[src/smrc_pkg.sv]
/*
  smrc_pkg: constants and types for the supply mode and reset controller.
  assumes a 100 MHz device clock; supply levels arrive as digital comparator flags.
*/
package smrc_pkg;

  // clock and timing
  localparam int unsigned CLK_MHZ                   = 100;
  localparam int unsigned LIMP_HOME_ACK_TIME_US     = 40;   // longest acknowledgement time
  localparam int unsigned LIMP_HOME_ACK_CYCLES      = LIMP_HOME_ACK_TIME_US * CLK_MHZ;
  localparam int unsigned UV_RECOVERY_MIN_US        = 2500; // recovery delay, least
  localparam int unsigned UV_RECOVERY_MAX_US        = 5500; // recovery delay, most
  localparam int unsigned UV_RECOVERY_CYCLES        = UV_RECOVERY_MIN_US * CLK_MHZ;
  localparam int unsigned STANDBY_TRANSITION_US     = 30;
  localparam int unsigned STANDBY_TRANSITION_CYCLES = STANDBY_TRANSITION_US * CLK_MHZ;
  localparam int unsigned POWER_ON_WAKEUP_US        = 30;
  localparam int unsigned POWER_ON_WAKEUP_CYCLES    = POWER_ON_WAKEUP_US * CLK_MHZ;

  // field values
  localparam logic [2:0] MUX_SLEEP_CODE   = 3'h7;
  localparam logic [2:0] MUX_RESET_VALUE  = 3'h7;
  localparam logic       COLLECT_RESET    = 1'h0;

  // operation modes, gray along power-up, sleep, stand-by, active
  typedef enum logic [2:0] {
    SMRC_UNSUPPLIED = 3'h0,
    SMRC_POWER_UP   = 3'h1,
    SMRC_SLEEP      = 3'h3,
    SMRC_STANDBY    = 3'h2,
    SMRC_ACTIVE     = 3'h6,
    SMRC_READY      = 3'h7,
    SMRC_LIMP       = 3'h5,
    SMRC_LIMP_ACT   = 3'h4
  } smrc_mode_type;

  // supply monitor levels, asynchronous, synchronised in smrc_ctrl
  typedef struct packed {
    logic logic_supply_ok;   // digital supply above power-on threshold
    logic battery_above_tp;  // above battery transient level
    logic battery_above_uv;  // above undervoltage shutdown threshold
    logic battery_above_op;  // above minimum operating threshold
  } smrc_supply_type;

  // standard diagnosis flags
  typedef struct packed {
    logic limp_home_flag;
    logic supply_monitor_flag;
    logic transmission_error_flag;
  } smrc_diag_type;

endpackage : smrc_pkg

[src/smrc_sync.sv]
/*
  smrc_sync: two-flop synchronisers, one per bit.
  assumes inputs are asynchronous levels from pins or analog comparators.
*/
`timescale 1ns/100ps
module smrc_sync #(
  parameter int WIDTH = 1
) (
  // clock and reset
  input  wire logic             clk,
  input  wire logic             srst,
  // levels
  input  wire logic [WIDTH-1:0] async_in,
  output logic      [WIDTH-1:0] sync_out
);

  logic [WIDTH-1:0] meta_reg;

  // first stage feeds only the second
  always_ff @(posedge clk) begin
    if (srst) begin
      meta_reg <= '0;
      sync_out <= '0;
    end else begin
      meta_reg <= async_in;
      sync_out <= meta_reg;
    end
  end

endmodule : smrc_sync

[src/smrc_timer.sv]
/*
  smrc_timer: counts cycles while its condition holds, flags done at the limit.
  assumes a single clock; clearing the condition restarts the count.
*/
`timescale 1ns/100ps
module smrc_timer #(
  parameter int unsigned LIMIT = 16,
  parameter int          CW    = $clog2(LIMIT + 1)
) (
  // clock and reset
  input  wire logic clk,
  input  wire logic srst,
  // control
  input  wire logic run,
  output logic      done
);

  logic [CW-1:0] count_reg;
  wire           at_limit = (count_reg == CW'(LIMIT));

  // saturating count while run holds
  always_ff @(posedge clk) begin
    if (srst || !run) begin
      count_reg <= '0;
    end else if (!at_limit) begin
      count_reg <= count_reg + CW'(1);
    end
  end

  assign done = at_limit && run;

endmodule : smrc_timer

[src/smrc_ctrl.sv]
/*
  smrc_ctrl: operation mode, register reset and diagnosis flag control
  for a multi-channel high-side switch.
  assumes register storage and the serial frame logic sit outside; supply
  comparators and the input pins are asynchronous and are synchronised here.
*/
`timescale 1ns/100ps
module smrc_ctrl
  import smrc_pkg::*;
#(
  parameter int          CHANNELS    = 4,
  parameter int unsigned ACK_CYCLES  = smrc_pkg::LIMP_HOME_ACK_CYCLES,
  parameter int unsigned UV_CYCLES   = smrc_pkg::UV_RECOVERY_CYCLES,
  parameter int unsigned STBY_CYCLES = smrc_pkg::STANDBY_TRANSITION_CYCLES,
  parameter int unsigned WU_CYCLES   = smrc_pkg::POWER_ON_WAKEUP_CYCLES
) (
  // clock and reset
  input  wire logic                    clk,
  input  wire logic                    srst,
  // pins and supply comparators, asynchronous
  input  wire logic [CHANNELS-1:0]     channel_input_pins,
  input  wire logic                    limp_home_input,
  input  wire smrc_pkg::smrc_supply_type supply_in,
  // register fields from the serial block
  input  wire logic [2:0]              sense_mux_select,
  input  wire logic                    input_collect_enable,
  input  wire logic [CHANNELS-1:0]     channel_on_bits,
  input  wire logic                    config_reset_command,
  input  wire logic                    diag_transmitted,
  // mode and outputs
  output smrc_pkg::smrc_mode_type      mode,
  output logic [CHANNELS-1:0]          channel_drive,
  output logic                         protection_enable,
  output logic                         battery_monitor_enable,
  output logic                         register_write_enable,
  output logic                         serial_ready,
  output logic                         sense_available,
  // resets to register file and counters
  output logic                         config_reset,
  output logic                         error_warning_reset,
  output logic                         restart_counter_reset,
  output logic                         diag_word_reset,
  // diagnosis
  output smrc_pkg::smrc_diag_type      standard_diag_word,
  output logic                         monitor_flag_valid
);

  // synchronised levels
  logic [CHANNELS-1:0] pins_s;
  logic                limp_s;
  smrc_supply_type     sup_s;

  smrc_sync #(.WIDTH(CHANNELS + 5)) u_sync (
    .clk      (clk),
    .srst     (srst),
    .async_in ({channel_input_pins, limp_home_input, supply_in}),
    .sync_out ({pins_s, limp_s, sup_s})
  );

  // limp acknowledgement and undervoltage recovery timers
  logic limp_ack;
  logic uv_done;
  logic stby_done;
  logic wu_done;
  logic uv_lock_reg;

  smrc_timer #(.LIMIT(ACK_CYCLES)) u_ack (
    .clk  (clk),
    .srst (srst),
    .run  (limp_s && sup_s.battery_above_tp),
    .done (limp_ack)
  );

  smrc_timer #(.LIMIT(UV_CYCLES)) u_uv (
    .clk  (clk),
    .srst (srst),
    .run  (uv_lock_reg && sup_s.battery_above_op),
    .done (uv_done)
  );

  // decoding of the mode inputs
  wire mux_sleep   = (sense_mux_select == MUX_SLEEP_CODE);
  wire pins_any    = |pins_s;
  wire pin_cmd     = input_collect_enable && pins_any;
  wire switch_cmd  = pin_cmd || (|channel_on_bits);
  wire all_low     = !pins_any && !limp_s;
  wire logic_ok    = sup_s.logic_supply_ok;
  wire cfg_rst_ok  = config_reset_command && sup_s.battery_above_tp;
  wire limp_tp_hit = limp_s && !sup_s.battery_above_tp;

  smrc_mode_type mode_reg;
  smrc_mode_type mode_next;

  // mode transitions
  always_comb begin
    mode_next = mode_reg;
    case (mode_reg)
      SMRC_UNSUPPLIED: begin
        if (logic_ok || sup_s.battery_above_op) mode_next = SMRC_POWER_UP;
      end
      SMRC_POWER_UP: begin
        if (logic_ok && sup_s.battery_above_op && wu_done) mode_next = SMRC_SLEEP;
      end
      SMRC_SLEEP, SMRC_STANDBY, SMRC_READY, SMRC_ACTIVE: begin
        // logic supply loss with all pins low holds sleep, since the register fields sit in reset
        if (limp_ack) mode_next = SMRC_LIMP;
        else if (!logic_ok && !pins_any)
          mode_next = SMRC_SLEEP;
        else if (mux_sleep && switch_cmd) mode_next = SMRC_READY;
        else if (all_low && mux_sleep) mode_next = SMRC_SLEEP;
        else if (!mux_sleep && switch_cmd) mode_next = SMRC_ACTIVE;
        else if (!mux_sleep) mode_next = SMRC_STANDBY;
      end
      SMRC_LIMP: begin
        if (!limp_s) mode_next = SMRC_SLEEP;
        else if (pins_any) mode_next = SMRC_LIMP_ACT;
      end
      SMRC_LIMP_ACT: begin
        if (!limp_s) mode_next = SMRC_SLEEP;
        else if (!pins_any) mode_next = SMRC_LIMP;
      end
      default: mode_next = SMRC_UNSUPPLIED;
    endcase
    if (!logic_ok && !sup_s.battery_above_op && !sup_s.battery_above_tp && mode_reg != SMRC_UNSUPPLIED)
      mode_next = SMRC_UNSUPPLIED;
  end

  // single state register on the device clock
  always_ff @(posedge clk) begin
    if (srst) mode_reg <= SMRC_UNSUPPLIED;
    else      mode_reg <= mode_next;
  end

  // wake-up and stand-by timers hinge on the mode
  smrc_timer #(.LIMIT(WU_CYCLES)) u_wu (
    .clk  (clk),
    .srst (srst),
    .run  (mode_reg == SMRC_POWER_UP && logic_ok && sup_s.battery_above_op),
    .done (wu_done)
  );

  smrc_timer #(.LIMIT(STBY_CYCLES)) u_stby (
    .clk  (clk),
    .srst (srst),
    .run  (mode_reg != SMRC_SLEEP && mode_reg != SMRC_UNSUPPLIED),
    .done (stby_done)
  );

  // undervoltage lock: set below shutdown in active or limp active mode, freed after recovery
  wire op_mode   = (mode_reg == SMRC_ACTIVE) || (mode_reg == SMRC_LIMP_ACT);
  wire uv_event  = !sup_s.battery_above_uv;
  wire mon_mode  = (mode_reg == SMRC_STANDBY) || (mode_reg == SMRC_ACTIVE) || (mode_reg == SMRC_LIMP);

  always_ff @(posedge clk) begin
    if (srst) uv_lock_reg <= 1'h0;
    else if (op_mode && uv_event) uv_lock_reg <= 1'h1;
    else if (uv_done) uv_lock_reg <= 1'h0;
  end

  // reset conditions
  logic logic_ok_d_reg;
  wire  limp_reset  = limp_ack;                                         // level while acknowledged
  wire  logic_reset = !logic_ok;
  wire  any_reset   = limp_reset || logic_reset || cfg_rst_ok;

  always_ff @(posedge clk) begin
    if (srst) begin
      logic_ok_d_reg <= 1'h0;
    end else begin
      logic_ok_d_reg <= logic_ok;
    end
  end

  // channel drive selection
  wire          limp_modes = (mode_reg == SMRC_LIMP) || (mode_reg == SMRC_LIMP_ACT);
  logic [CHANNELS-1:0] drive_next;
  always_comb begin
    drive_next = '0;
    if (mode_reg == SMRC_ACTIVE && !mux_sleep)
      drive_next = channel_on_bits | (input_collect_enable ? pins_s : '0);
    else if (mode_reg == SMRC_LIMP_ACT)
      drive_next = pins_s;
    if (uv_lock_reg || (op_mode && uv_event)) drive_next = '0;
    if (any_reset && !pins_any) drive_next = '0;
  end

  // registered outputs
  always_ff @(posedge clk) begin
    if (srst) begin
      mode                   <= SMRC_UNSUPPLIED;
      channel_drive          <= '0;
      protection_enable      <= 1'h0;
      battery_monitor_enable <= 1'h0;
      register_write_enable  <= 1'h0;
      serial_ready           <= 1'h0;
      sense_available        <= 1'h0;
      config_reset           <= 1'h1;
      error_warning_reset    <= 1'h1;
      restart_counter_reset  <= 1'h1;
      diag_word_reset        <= 1'h1;
      monitor_flag_valid     <= 1'h0;
    end else begin
      mode                   <= mode_reg;
      channel_drive          <= drive_next;
      protection_enable      <= mode_reg != SMRC_SLEEP && mode_reg != SMRC_UNSUPPLIED;
      battery_monitor_enable <= mode_reg != SMRC_SLEEP && mode_reg != SMRC_UNSUPPLIED;
      register_write_enable  <= logic_ok && !limp_modes
                                && mode_reg != SMRC_UNSUPPLIED && mode_reg != SMRC_POWER_UP
                                && (mode_reg == SMRC_SLEEP || sup_s.battery_above_tp);
      serial_ready           <= logic_ok && mode_reg != SMRC_UNSUPPLIED && mode_reg != SMRC_POWER_UP;
      sense_available        <= !limp_modes && !mux_sleep;
      config_reset           <= any_reset;
      error_warning_reset    <= limp_reset || logic_reset;
      restart_counter_reset  <= limp_reset
                                || (logic_reset && !sup_s.battery_above_tp && !limp_s);
      diag_word_reset        <= logic_reset;
      monitor_flag_valid     <= stby_done;
    end
  end

  // diagnosis flags: a set in the clearing cycle wins
  smrc_diag_type diag_next;
  always_comb begin
    diag_next = standard_diag_word;
    if (diag_transmitted) diag_next = '0;
    if (limp_s) diag_next.limp_home_flag = 1'h1;
    if (mon_mode && uv_event) diag_next.supply_monitor_flag = 1'h1;
    if (limp_tp_hit) begin
      diag_next.limp_home_flag          = 1'h1;
      diag_next.supply_monitor_flag     = 1'h1;
      diag_next.transmission_error_flag = 1'h1;
    end
    if (!logic_ok_d_reg && logic_ok) diag_next.transmission_error_flag = 1'h1;
  end

  always_ff @(posedge clk) begin
    if (srst) standard_diag_word <= '0;
    else      standard_diag_word <= diag_next;
  end

endmodule : smrc_ctrl

[config.mk]
export PLATFORM = sky130hd
export DESIGN_NAME = smrc_ctrl
export DESIGN_NICKNAME = d
export VERILOG_FILES = /design/src/smrc_pkg.sv /design/src/smrc_sync.sv /design/src/smrc_timer.sv /design/src/smrc_ctrl.sv
export SDC_FILE = /design/constraint.sdc
export NUM_CORES = 1
export LEC_CHECK = 0
export BUFFER_PORTS_ARGS = -buffer_cell sky130_fd_sc_hd__buf_2
export CORE_MARGIN = 5
export CORE_UTILIZATION = 45
export CTS_BUF_LIST = sky130_fd_sc_hd__clkbuf_4
export CTS_CLUSTER_DIAMETER = 50
export DETAILED_ROUTE_END_ITERATION = 10
export PLACE_DENSITY = 0.74
export SYNTH_ARGS = -nofsm -noshare
export SYNTH_HDL_FRONTEND = slang
export SYNTH_SLANG_ARGS = --single-unit
[constraint.sdc]
create_clock -name clk -period 2.2 [get_ports clk]
set_input_delay 0.11 -clock clk [delete_from_list [all_inputs] [get_ports clk]]
set_output_delay 0.11 -clock clk [all_outputs]
set_load 0.02 [all_outputs]
After elaboration in Yosys (flattened, before gate mapping). Cells that the tools add are included.

Register bits after elaboration: 96. Output and inout port bits: 20. Bits of input ports: 21. Word-level logic and storage cells: 146.

Reduce and logical (&&, ||, !) cells: 76. Muxes and demuxes: 23. Bitwise gates (word level): 1. Equal/unequal tests: 19. $add $sub $neg: 4.

Operators by type and width (number): 3-bit two-way mux (14); 12-bit by 1-bit adder with 12-bit output, second input constant (3); 12-bit == test, second input constant (3); 1-bit logical AND (36); 18-bit by 1-bit adder with 18-bit output, second input constant (1); 18-bit == test, second input constant (1); 3-bit == test, second input constant (5); 1-bit logical OR (15); 3-bit case mux with 5 select lines (1); 1-bit logical NOT (13); 4-bit two-way mux (3); 3-bit nonzero test (4); 4-bit OR reduction (3); 7-bit != test, second input constant (1); 3-bit by 2-bit == test with 1-bit output, second input constant (2); 3-bit != test, second input constant (2); 1-bit two-way mux (5); 5-bit AND reduction (1); 2-bit != test, second input constant (2); 4-bit bitwise OR (1); 3-bit by 1-bit == test with 1-bit output, second input constant (1); 3-bit logical NOT (1); 3-bit by 1-bit != test with 1-bit output, second input constant (1); 3-bit by 2-bit != test with 1-bit output, second input constant (1); 3 further kinds (3).

Depth between registers and ports, before layout. Gate-level depths: netlist (run 1).

Depth after elaboration: 10. Mapped depth: 8. Gate-level depth less buffers: 7.

By module. A second synthesis (run 1) with hierarchy kept.

Cells, all modules: 477. Area, all modules: 4292.9 µm².

By module, submodules not included: smrc_timer at u_stby ... (area an instance 620.6 µm², cells an instance 71, instances 2, sequential area each 240.2 µm²); smrc_ctrl (area an instance 1018.5 µm², cells an instance 119, instances 1, sequential area each 480.5 µm²); smrc_timer at u_uv (area an instance 937.1 µm², cells an instance 109, instances 1, sequential area each 360.3 µm²); smrc_timer at u_ack (area an instance 606.8 µm², cells an instance 70, instances 1, sequential area each 240.2 µm²); smrc_sync (area an instance 489.2 µm², cells an instance 37, instances 1, sequential area each 360.3 µm²).

Worst setup path before layout (run 1). No wires, ideal clock.

Path type: reg-to-reg. From: register u_ack.count_reg[7]. To: register mode_reg[0]. Data required time: 2.130 ns. Path slack: 0.058 ns. Stages on the path, launching flop included: 7. Clock period less this slack: 2.142 ns. Setup time: 0.070 ns. Arrival: 2.072 ns. Path buffers: 1. Cell sequence: dfxtp_1 -> or3b_1 -> or4_1 -> clkbuf_2 -> and4_4 -> or4_1 -> a21oi_1.

Word-level cells in the longest chain between the ends: 4. Elaborated cells between the ends (all ways): 6. Classes of those cells: 2 x eq/ne; 2 x mux; 2 x reduce/logical.

RTL lines: start: declaration (line smrc_timer.sv:18) `logic [CW-1:0] count_reg;`; start signal: assignment (line smrc_timer.sv:26) `count_reg <= count_reg + CW'(1);`; 12-bit == test (*) (line smrc_timer.sv:19) `wire at_limit = (count_reg == CW'(LIMIT));`; 1-bit logical AND (*) (line smrc_timer.sv:30) `assign done = at_limit && run;`; 7-bit != test (no line) / 3-bit two-way mux (equally long branches); 5-bit AND reduction (no line) / 3-bit case mux with 5 select lines (equally long branches); end signal: assignment (line smrc_ctrl.sv:131) `else mode_reg <= mode_next;`; end: declaration (line smrc_ctrl.sv:91) `smrc_mode_type mode_reg;`.

Every way passes the cells marked *; elsewhere a longest branch is shown, timed or not. A chain may end at the register's enable or synchronous reset.

Worst setup path after layout (run 1).
From: register u_ack.count_reg[2]. To: register mode_reg[0].

The elaborated chain is that of the path after synthesis.

==> results of run 1 <==
==> metal layers <==
metal / track usage (%) / vias to the layer above / wire, um / part of all wire (%)
met5: 0 / - / 0 / 0
met4: 5.37 / 0 / 122 / 1.6
met3: 4.23 / 13 / 397 / 5.2
met2: 23.8 / 75 / 3540 / 47
met1: 19.0 / 1436 / 3510 / 46
li1: - / 1618 / - / -
==> kinds of logic (layout without fill, tap and decap cells) <==
| logic type | after synthesis | count (layout) | synth area share [%] |
|---|---|---|---|
| flip-flops | 96 | 96 | 48.7 |
| XOR/XNOR | 42 | 42 | 9.31 |
| multiplexers | 5 | 5 | 1.27 |
| AO/OA/AOI/OAI | 42 | 42 | 6.68 |
| adder cells (fa/ha/maj) | 8 | 8 | 2.53 |
| buffers and inverters | 37 | 100 | 3.83 |
| AND/OR/NAND/NOR | 213 | 213 | 27.7 |
==> Yosys cell counts (2+ instances only) <==
master	instances
nand3_1	22
and3_1	6
nor3b_1	2
buf_4	3
or3_1	6
a21oi_1	16
dfxtp_1	96
a22oi_1	5
nor3_1	10
nand2b_1	7
o21ai_0	9
inv_1	22
mux2i_1	5
nand2_1	29
clkbuf_1	10
nor2b_1	21
or4_1	5
xor2_1	27
or3b_2	2
nand4_1	14
nand4b_1	4
nor4_1	7
xnor2_1	15
nor2_1	69
nand3b_1	3
ha_1	8
==> repair_timing <==
item / in CTS / in global routing
gates resized for setup: 0 / 1
endpoints found under the hold margin: 17 / 0
endpoints found under the setup margin: 0 / 1
hold buffers: 15 / 0
==> power by group <==
| part | leakage [nW] | total [mW] | switching (mW) | internal (mW) |
|---|---|---|---|---|
| Sequential | 0.779 | 1.87 | 0.0702 | 1.80 |
| Combinational | 0.809 | 0.346 | 0.181 | 0.165 |
| Clock | 0.0616 | 0.857 | 0.596 | 0.261 |
| Total | 1.65 | 3.07 | 0.847 | 2.22 |
==> layout make-up <==
type	instances	area, sq um
Clock buffer	10	75.1
Clock inverter	6	51.3
Fill cell	783	4090
Inverter	22	82.6
Multi-Input combinational cell	310	1880
Sequential cell	96	1920
Tap cell	108	135
Timing Repair Buffer	62	403
==> critical path, delay by kind of cell, from the launching register on <==
family	cells	cell delay [ns]
flip-flops	1	0.34
AND/OR/NAND/NOR	4	1.59
AO/OA/AOI/OAI	1	0.14
==> worst paths after layout <==
path	startpoint	to	slack [ns]	cells after the start
setup reg to reg	u_ack.count_reg[2]	mode_reg[0]	0.06	5
hold / removal	sense_mux_select[0]	sense_available	0.06	3
hold reg to reg	u_sync.meta_reg[6]	u_sync.sync_out[6]	0.45	1
setup / recovery	u_ack.count_reg[2]	mode_reg[0]	0.06	5
==> layout by cell type (no fill, tap or decap), drive strengths merged, types with 6 or more instances in the layout <==
| cell | instances |
|---|---|
| nand2b | 7 |
| or3 | 6 |
| nor4 | 7 |
| and3 | 6 |
| xnor2 | 15 |
| dfxtp | 96 |
| ha | 8 |
| nor2b | 21 |
| dlygate4sd3 | 15 |
| nor2 | 69 |
| xor2 | 27 |
| nor3 | 10 |
| inv | 25 |
| nand2 | 29 |
| o21ai | 9 |
| buf | 47 |
| nand4 | 14 |
| nand3 | 22 |
| a21oi | 16 |
| clkbuf | 10 |
==> impl_results.md, run 1 <==
- Vias in the first global route: between 3000 and 4000
- Die X: 104 um
- Seq/Total Area, Yosys: approximately half
- Final wirelength: ~7600 um
- Vias: 3142
- Initial DRC count: 143
- Max VDD drop: 0.000423 V
- Worst Path Arrival: approximately 2.5 ns
- Total design power: between 3 and 4 mW
- Largest net degree at the start of global routing: 28
- RSZ-0062 raised after global routing: no
- Post-synth ARST share: 0%
- Fin nets: 530
- Largest fanout on the critical path: 4
- Relative slew slack: 56.7%
- Final Cycle Share: 97.3%
- Worst-path clk slew: 0.16 ns
- Crit path time final: between 2 and 2.5 ns
- Rows: 34
- # IOs: 41
- H-tree levels: 3
- Mapped Area: slightly below 4000 sq um
- Layout area overhead: 15.2%
- Design Area, Final: ~4500 sq um
- Overflow after GRT: 0
- EDFF count, synth: 0
- Setup violators final: 0
- Net Count, Synth: 472
- Ant diodes: 0
- Worst path required time: approximately 2.6 ns
- Slowest-stage cell, CP: or4_4
- Top cells by area, synth: dfxtp_1 (49%), nor2_1 (6.6%), xor2_1 (6.0%)
- Worst setup SP type: register
- Via/cell ratio: 5.12
- HPWL after DPL: 5430 um
- Synth cell types: 46
- Leakage power: 1.65 nW
- Routed wire per std cell: 12.3 um
- TritonCTS clock tree: done
- Post-Layout Cell Count: 614
- Share of the synthesized area in the top cell type: 48.7%
- Element type at the critical path end: register
- Slack of the critical path: about 0.060 ns
- Final Hold Viols: 0
- CP Cell Sequence: or3b_1 -> or4_4 -> and4_4 -> or4_1 -> a21oi_1
- Final GP Congestion: 0.794
- Post-CTS Setup Bufs: 0
- Run status: complete, no violations
- Overall Global Routing Usage: about 15%
- Worst Tran Pin Value: around 0.65 ns
- Mapped Cells: 443
- DR pass1 iterations: 4
- Most used flip-flop cell after synthesis: dfxtp_1
- Clock buffer depth: 2
- Number of antenna violations at the first check in global routing: 0
- Slowest cell delay on critical path: 0.56 ns
- Core ar.: 8640 sq um
- Final hold slack: about 0.061 ns
- Die Span Y: between 100 and 150 um
- Placed cell count: 583
- Synth Register Bits: 96
- PD cells: 675 nW/um^2
- Final cell utilization of the core: 52.7%
- PortBufs: 40
- CTS sink cnt: 96
- Die area: 10800 sq um
- CP Class: reg -> reg
- Global-route wire length before repair: 13700 um
- Yosys top cell by area: dfxtp_1
- Layout cell share with drive strength beyond 1: 13.8%
- Fmax: ~470 MHz
- Setup TNS: 0 ns
- Worst slack, placed: 0.0478 ns
- Post-DRT Antenna Nets: 0
- Initial Util: a little under half
- DRC: 0
- Worst-Skew Late Latency: around 0.44 ns
- Clock root cell: clkbuf_4
- Placed inst area: 4270 sq um
- Min-delay worst type: in -> reg
- Largest register FFs: 18
- Layout Skew: 0.0162 ns
- Max Slew Vio Count: 0
- Avg Cell Area, Syn: about 9 sq um
- Yosys Warn Count: 0
- TritonCTS buffer count: 9
- Maxcap violations: 0
Power figures use the tool's default switching activity.
==> inputs of run 2 (changes only) <==
--- a/config.mk
+++ b/config.mk
@@ -5,13 +5,12 @@
 export SDC_FILE = /design/constraint.sdc
 export NUM_CORES = 1
 export LEC_CHECK = 0
-export BUFFER_PORTS_ARGS = -buffer_cell sky130_fd_sc_hd__buf_2
 export CORE_MARGIN = 5
 export CORE_UTILIZATION = 45
 export CTS_BUF_LIST = sky130_fd_sc_hd__clkbuf_4
 export CTS_CLUSTER_DIAMETER = 50
 export DETAILED_ROUTE_END_ITERATION = 10
-export PLACE_DENSITY = 0.74
+export DONT_BUFFER_PORTS = 1
 export SYNTH_ARGS = -nofsm -noshare
 export SYNTH_HDL_FRONTEND = slang
 export SYNTH_SLANG_ARGS = --single-unit
==> run 2 against run 1 <==
Effect of this change: via count down 3.9%; core utilization down 1.8 points; final cell count down 5.7%; clock skew up 0.0037 ns; fmax up 1.0%; largest cell class unchanged; design area down 3.4%; sequential share of layout area up 1.5 points.
==> impl_results.md, run 2 (synthesized netlist as in run 1, its figures left out) <==
- Die Span Y: 104 um
- Layout cell share with drive strength beyond 1: 6.58%
- Worst reg-to-reg setup slack: 0.08 ns
- Relative slew slack: 34.1%
- Hold Crit Endpoint: channel_drive[1]
- DRC: 0
- Slack of the critical path: 0.0808 ns
- Maxcap violations: 0
- Max Slew Vio Count: 0
- Total design power: 3.07 mW
- DR pass1 iterations: 4
- Worst-path clk slew: about 0.16 ns
- PD cells: 699 nW/um^2
- Worst R2R Start: u_ack.count_reg[2]
- Global-route wire length before repair: 13300 um
- Worst path required time: 2.59 ns
- Final hold slack: around 0.079 ns
- # IOs: 41
- CTS sink cnt: 96
- Vias in the first global route: 2875
- Element type at the critical path end: register
- Worst-Skew Late Latency: 0.44 ns
- Worst Path Arrival: 2.51 ns
- FF-to-FF End: mode_reg[0]
- Hold path start: input_collect_enable
- Min-delay worst type: in -> reg
- Die area: 10800 sq um
- Commonest cells after routing, fill and taps aside: dfxtp_1 (96), nor2_1 (69), nand2_1 (29)
- Run status: complete, no violations
- Largest net degree at the start of global routing: 29
- Rows: 34
- Final cell utilization of the core: 50.9%
- Post-Layout Cell Count: 579
- Max VDD drop: 0.000405 V
- Final Cycle Share: 96.3%
- Die X: 104 um
- Initial Util: 45.7%
- Layout Skew: around 0.02 ns
- PortBufs: 0
- Design Area, Final: 4400 sq um
- Clock root cell: clkbuf_4
- Post-CTS Setup Bufs: 0
- Via/cell ratio: 5.21
- Worst Tran Pin Value: roughly 0.99 ns
- Core ar.: 8640 sq um
- RSZ-0062 raised after global routing: no
- Overflow after GRT: 0
- Most common cell after layout, fill and taps aside: dfxtp_1
- Reg2reg path depth: 5
- Final Hold Viols: 0
- TritonCTS buffer count: 9
- Number of antenna violations at the first check in global routing: 0
- Layout area overhead: 11.3%
- Final wirelength: 7630 um
- Routed wire per std cell: 13.2 um
- Placed inst area: 4080 sq um
- Crit path time final: 2.12 ns
- Fin nets: between 400 and 500
- Fmax: 472 MHz
- Ant diodes: 0
- Largest fanout on the critical path: 3
- CP Class: reg -> reg
- Final GP Congestion: between 0.8 and 0.9
- TritonCTS clock tree: done
- H-tree levels: 3
- Overall Global Routing Usage: 14.5%
- Setup violators final: 0
- Worst slack, placed: 0.115 ns
- Clock buffer depth: 2
- HPWL after DPL: 5310 um
- Worst setup SP type: register
- Initial DRC count: 96
- Largest register FFs: 18
- Placed cell count: about 550
- Hold Path Stages: 4
- Post-DRT Antenna Nets: 0
- Leakage power: 1.52 nW
- Vias: a little over 3000
- Setup TNS: 0 ns
run 2: cell count changes in the layout (fill, tap and decap cells not counted), sizes merged:
cell          before  now
clkinvlp           3    1
clkinv             0    2
dlymetal6s4s       0    1
inv               25   26
buf               47    9
dlygate4sd3       15   17
clkbuf            10    9
run 2: timing repair:
item | CTS | global route
endpoints found under the hold margin | 37 | 0
endpoints found under the setup margin | 0 | 30
gates resized for setup | 0 | 1
hold buffers | 18 | 0
run 2: worst max path at each step:
stage | startpoint | endpoint | slack, ns | cells after the start
2_1_floorplan | u_ack.count_reg[7] | mode_reg[0] | 0.06 | 6
3_3_place_gp | u_ack.count_reg[2] | mode_reg[0] | 0.14 | 5
3_5_place_dp | u_ack.count_reg[2] | mode_reg[0] | 0.12 | 5
4_1_cts | srst | u_wu.count_reg[1] | 0.09 | 6
5_1_grt | u_ack.count_reg[2] | mode_reg[0] | 0.0008 | 5
6_report | u_ack.count_reg[2] | mode_reg[0] | 0.08 | 5
run 2: power by group:
group | internal [mW] | total (mW) | switching (mW)
clock | 0.257 | 0.891 | 0.634
sequential | 1.80 | 1.90 | 0.106
combinational | 0.140 | 0.280 | 0.140
run 2: layout make-up:
type	count	area (sq um)
clock buffer	9	67.6
inverter	22	82.6
tap	108	135
timing repair buffer	27	250
sequential	96	1920
fill	808	4240
multi-input combinational	310	1880
clock inverter	7	62.6
run 2: critical path: stages (launching register included):
cell	delay, ns
dfxtp_1	0.34
or3b_1	0.39
or4_1	0.57
and4_4	0.18
or4_1	0.47
a21oi_1	0.13
run 2: metal layers:
layer  wire [um]  GRT usage (%)  vias to the layer above
li1            -              -                     1548
met1        3500           18.1                     1404
met2        3660           24.1                       54
met3         338           3.67                       12
met4         132           5.55                        0
met5           0              0                        -
==> inputs of run 3 (changes only) <==
--- a/config.mk
+++ b/config.mk
@@ -5,12 +5,15 @@
 export SDC_FILE = /design/constraint.sdc
 export NUM_CORES = 1
 export LEC_CHECK = 0
+export ABC_AREA = 1
 export CORE_MARGIN = 5
 export CORE_UTILIZATION = 45
 export CTS_BUF_LIST = sky130_fd_sc_hd__clkbuf_4
 export CTS_CLUSTER_DIAMETER = 50
 export DETAILED_ROUTE_END_ITERATION = 10
 export DONT_BUFFER_PORTS = 1
+export GPL_ROUTABILITY_DRIVEN = 0
+export PLACE_DENSITY = 0.67
 export SYNTH_ARGS = -nofsm -noshare
 export SYNTH_HDL_FRONTEND = slang
 export SYNTH_SLANG_ARGS = --single-unit
==> run 3 against run 2 <==
Effect of this change: core utilization fell by 0.80 points; final cell count rose by 21%; total power rose by 5.4%; clock skew barely moved; flip-flop and latch count did not move; count of clock-buffer cells in the layout rose by 1; critical path depth fell by 1; non-clock buffer count fell by 11.
==> impl_results.md, run 3 <==
- Largest fanout on the critical path: 30
- Post-CTS Setup Bufs: 0
- Design Area, Final: 4560 sq um
- Overflow after GRT: 0
- Max VDD drop: approximately 0.00032 V
- Max Slew Vio Count: 0
- Setup violators final: 0
- Relative slew slack: 23.9%
- Final hold slack: 0.0237 ns
- Worst path required time: 2.53 ns
- Largest net degree at the start of global routing: 31
- Crit path time final: 1.93 ns
- Avg Cell Area, Syn: 7.37 sq um
- CP Cell Sequence: dlygate4sd3_1 -> nor2_1 -> inv_1 -> nor3_1
- # IOs: 41
- Post-DRT Antenna Nets: 0
- WL met2: 3810 um
- Synth Register Bits: 96
- Placed inst area: 4270 sq um
- Share of the synthesized area in the top cell type: 46.2%
- Run status: complete, no violations
- Initial Util: between 40% and 50%
- Leakage power: 1.77 nW
- Layout Skew: approximately 0.020 ns
- Min-delay worst type: in -> reg
- CP Class: in -> reg
- TritonCTS buffer count: 9
- Worst Path Arrival: 2.27 ns
- Seq/Total Area, Yosys: 46.2%
- Die Span Y: 106 um
- Final wirelength: 8220 um
- Mapped Area: between 4000 and 5000 sq um
- Mapped Cells: 565
- Reg2reg path depth: 10
- Post-synth ARST share: 0%
- Commonest cells after routing, fill and taps aside: nand2_1 (108), dfxtp_1 (96), inv_1 (93)
- Synth cell types: 35
- Global-route wire length before repair: 14200 um
- FF-to-FF End: u_uv.count_reg[16]
- Worst slack, placed: 0.582 ns
- Vias in the first global route: approximately 3200
- Fin nets: 615
- Setup TNS: 0 ns
- Yosys Warn Count: 0
- Most common cell after layout, fill and taps aside: nand2_1
- Routed wl met3: 461 um
- Highest Signal Layer: met4
- Worst Tran Pin Value: 1.14 ns
- Top Family by Delay on Critical Path: buffers and inverters
- Fmax: 518 MHz
- Die area: 11300 sq um
- Synth cell count leaders: nand2_1 (108), dfxtp_1 (96), inv_1 (93)
- Initial DRC count: 139
- Routed wire per std cell: roughly 12 um
- Worst R2R Start: u_uv.count_reg[0]
- Most common cell in the netlist: nand2_1
- Core ar.: 9110 sq um
- EDFF count, synth: 0
- Die X: 106 um
- Rows: 35
- Worst reg-to-reg setup slack: 0.57 ns
- H-tree levels: 3
- Overall Global Routing Usage: 15.5%
- Net Count, Synth: 594
- PortBufs: 0
- TritonCTS clock tree: done
- Via/cell ratio: 4.91
- Critical path endpoint: u_uv.count_reg[2]
- Layout area overhead: 9.68%
- Worst Path Buf+Inv: 2
- CP startpoint: srst
- Yosys top cell by area: dfxtp_1
- Ant diodes: 0
- Total design power: roughly 3.2 mW
- HPWL after DPL: 6210 um
- CTS sink cnt: 96
- Worst-Skew Late Latency: roughly 0.44 ns
- Slowest cell delay on critical path: 1.29 ns
- Worst-path clk slew: approximately 0.15 ns
- Final Cycle Share: 87.8%
- Number of antenna violations at the first check in global routing: 0
- Vias: approximately 3400
- Slowest-stage cell, CP: dlygate4sd3_1
- Clock root cell: clkbuf_4
- DR pass1 iterations: 4
- Clock buffer depth: 2
- DRT met1 WL: 3800 um
- Worst setup SP type: input pin
- Maxcap violations: 0
- WP depth: 4
- Slack of the critical path: 0.268 ns
- Most used flip-flop cell after synthesis: dfxtp_1
- Largest register FFs: 18
- RSZ-0062 raised after global routing: no
- Final Hold Viols: 0
- Layout cell share with drive strength beyond 1: roughly 8.5%
- DRC: 0
- Element type at the critical path end: register
- PD cells: 710 nW/um^2
- Top cells by area, synth: dfxtp_1 (46%), nand2_1 (9.7%), inv_1 (8.4%)
[run 3: cell count changes in the layout (fill, tap and decap cells not counted), moves of 9 or more]
cell / delta
nor2b_1: -21
a21oi_1: +23
xor2_1: -23
xnor2_1: -13
buf_4: -9
nor2_2: +11
nand2_1: +79
inv_1: +71
[run 3: worst min-delay path, stage by stage]
cell and delay, ns:
nand2_1 0.04, o31ai_1 0.13, a22oi_1 0.09, nor2_1 0.07
[run 3: worst min path at each step]
| stage | startpoint | endpoint | slack [ns] | depth (start not counted) |
|---|---|---|---|---|
| final | input_collect_enable | channel_drive[0] | 0.02 | 4 |
| after global routing | input_collect_enable | channel_drive[0] | 0.008 | 4 |
| after CTS | input_collect_enable | channel_drive[0] | 0.00009 | 4 |
| after detailed placement | srst | standard_diag_word[2] | 0.19 | 1 |
| after global placement | srst | standard_diag_word[2] | 0.19 | 1 |
| after floorplan | supply_in[0] | u_sync.meta_reg[0] | 0.22 | 2 |
[run 3: where the power goes]
part	switching, mW	leakage, nW	internal, mW	total, mW
sequential	0.117	0.780	1.82	1.94
clock	0.571	0.0685	0.353	0.925
combinational	0.244	0.923	0.133	0.377
[run 3: routing by layer]
layer  vias up  GRT usage, %
li1       1830             -
met3        13          4.37
met1      1538          18.5
met5         -             0
met2        64          25.9
met4         0          6.57
[run 3: logic make-up after synthesis]
| group | Yosys count | synth area share [%] |
|---|---|---|
| buf+inv | 105 | 9.65 |
| fa+ha+maj | 8 | 2.41 |
| simple gates | 275 | 30.5 |
| compound gates | 75 | 9.95 |
| flops | 96 | 46.2 |
| xor+xnor | 6 | 1.26 |
[run 3: what timing repair did]
action,CTS,global route
resized for setup,0,0
hold buffers,16,0
hold endpoints to repair,63,0
[run 3: through the flow]
stage	util [%]	std cells
2_1_floorplan	-	565
3_3_place_gp	46.9	670
3_5_place_dp	46.9	670
4_1_cts	50.1	701
5_1_grt	50.1	701
6_report	50.1	701
[run 3: area by class of cell]
class	count	area (sq um)
well taps	111	139
clock buffers	10	75.1
inverters	99	372
clock inverters	5	58.8
repair buffers	16	160
multi-input cells	364	1840
flip-flops and latches	96	1920
fillers	927	4540
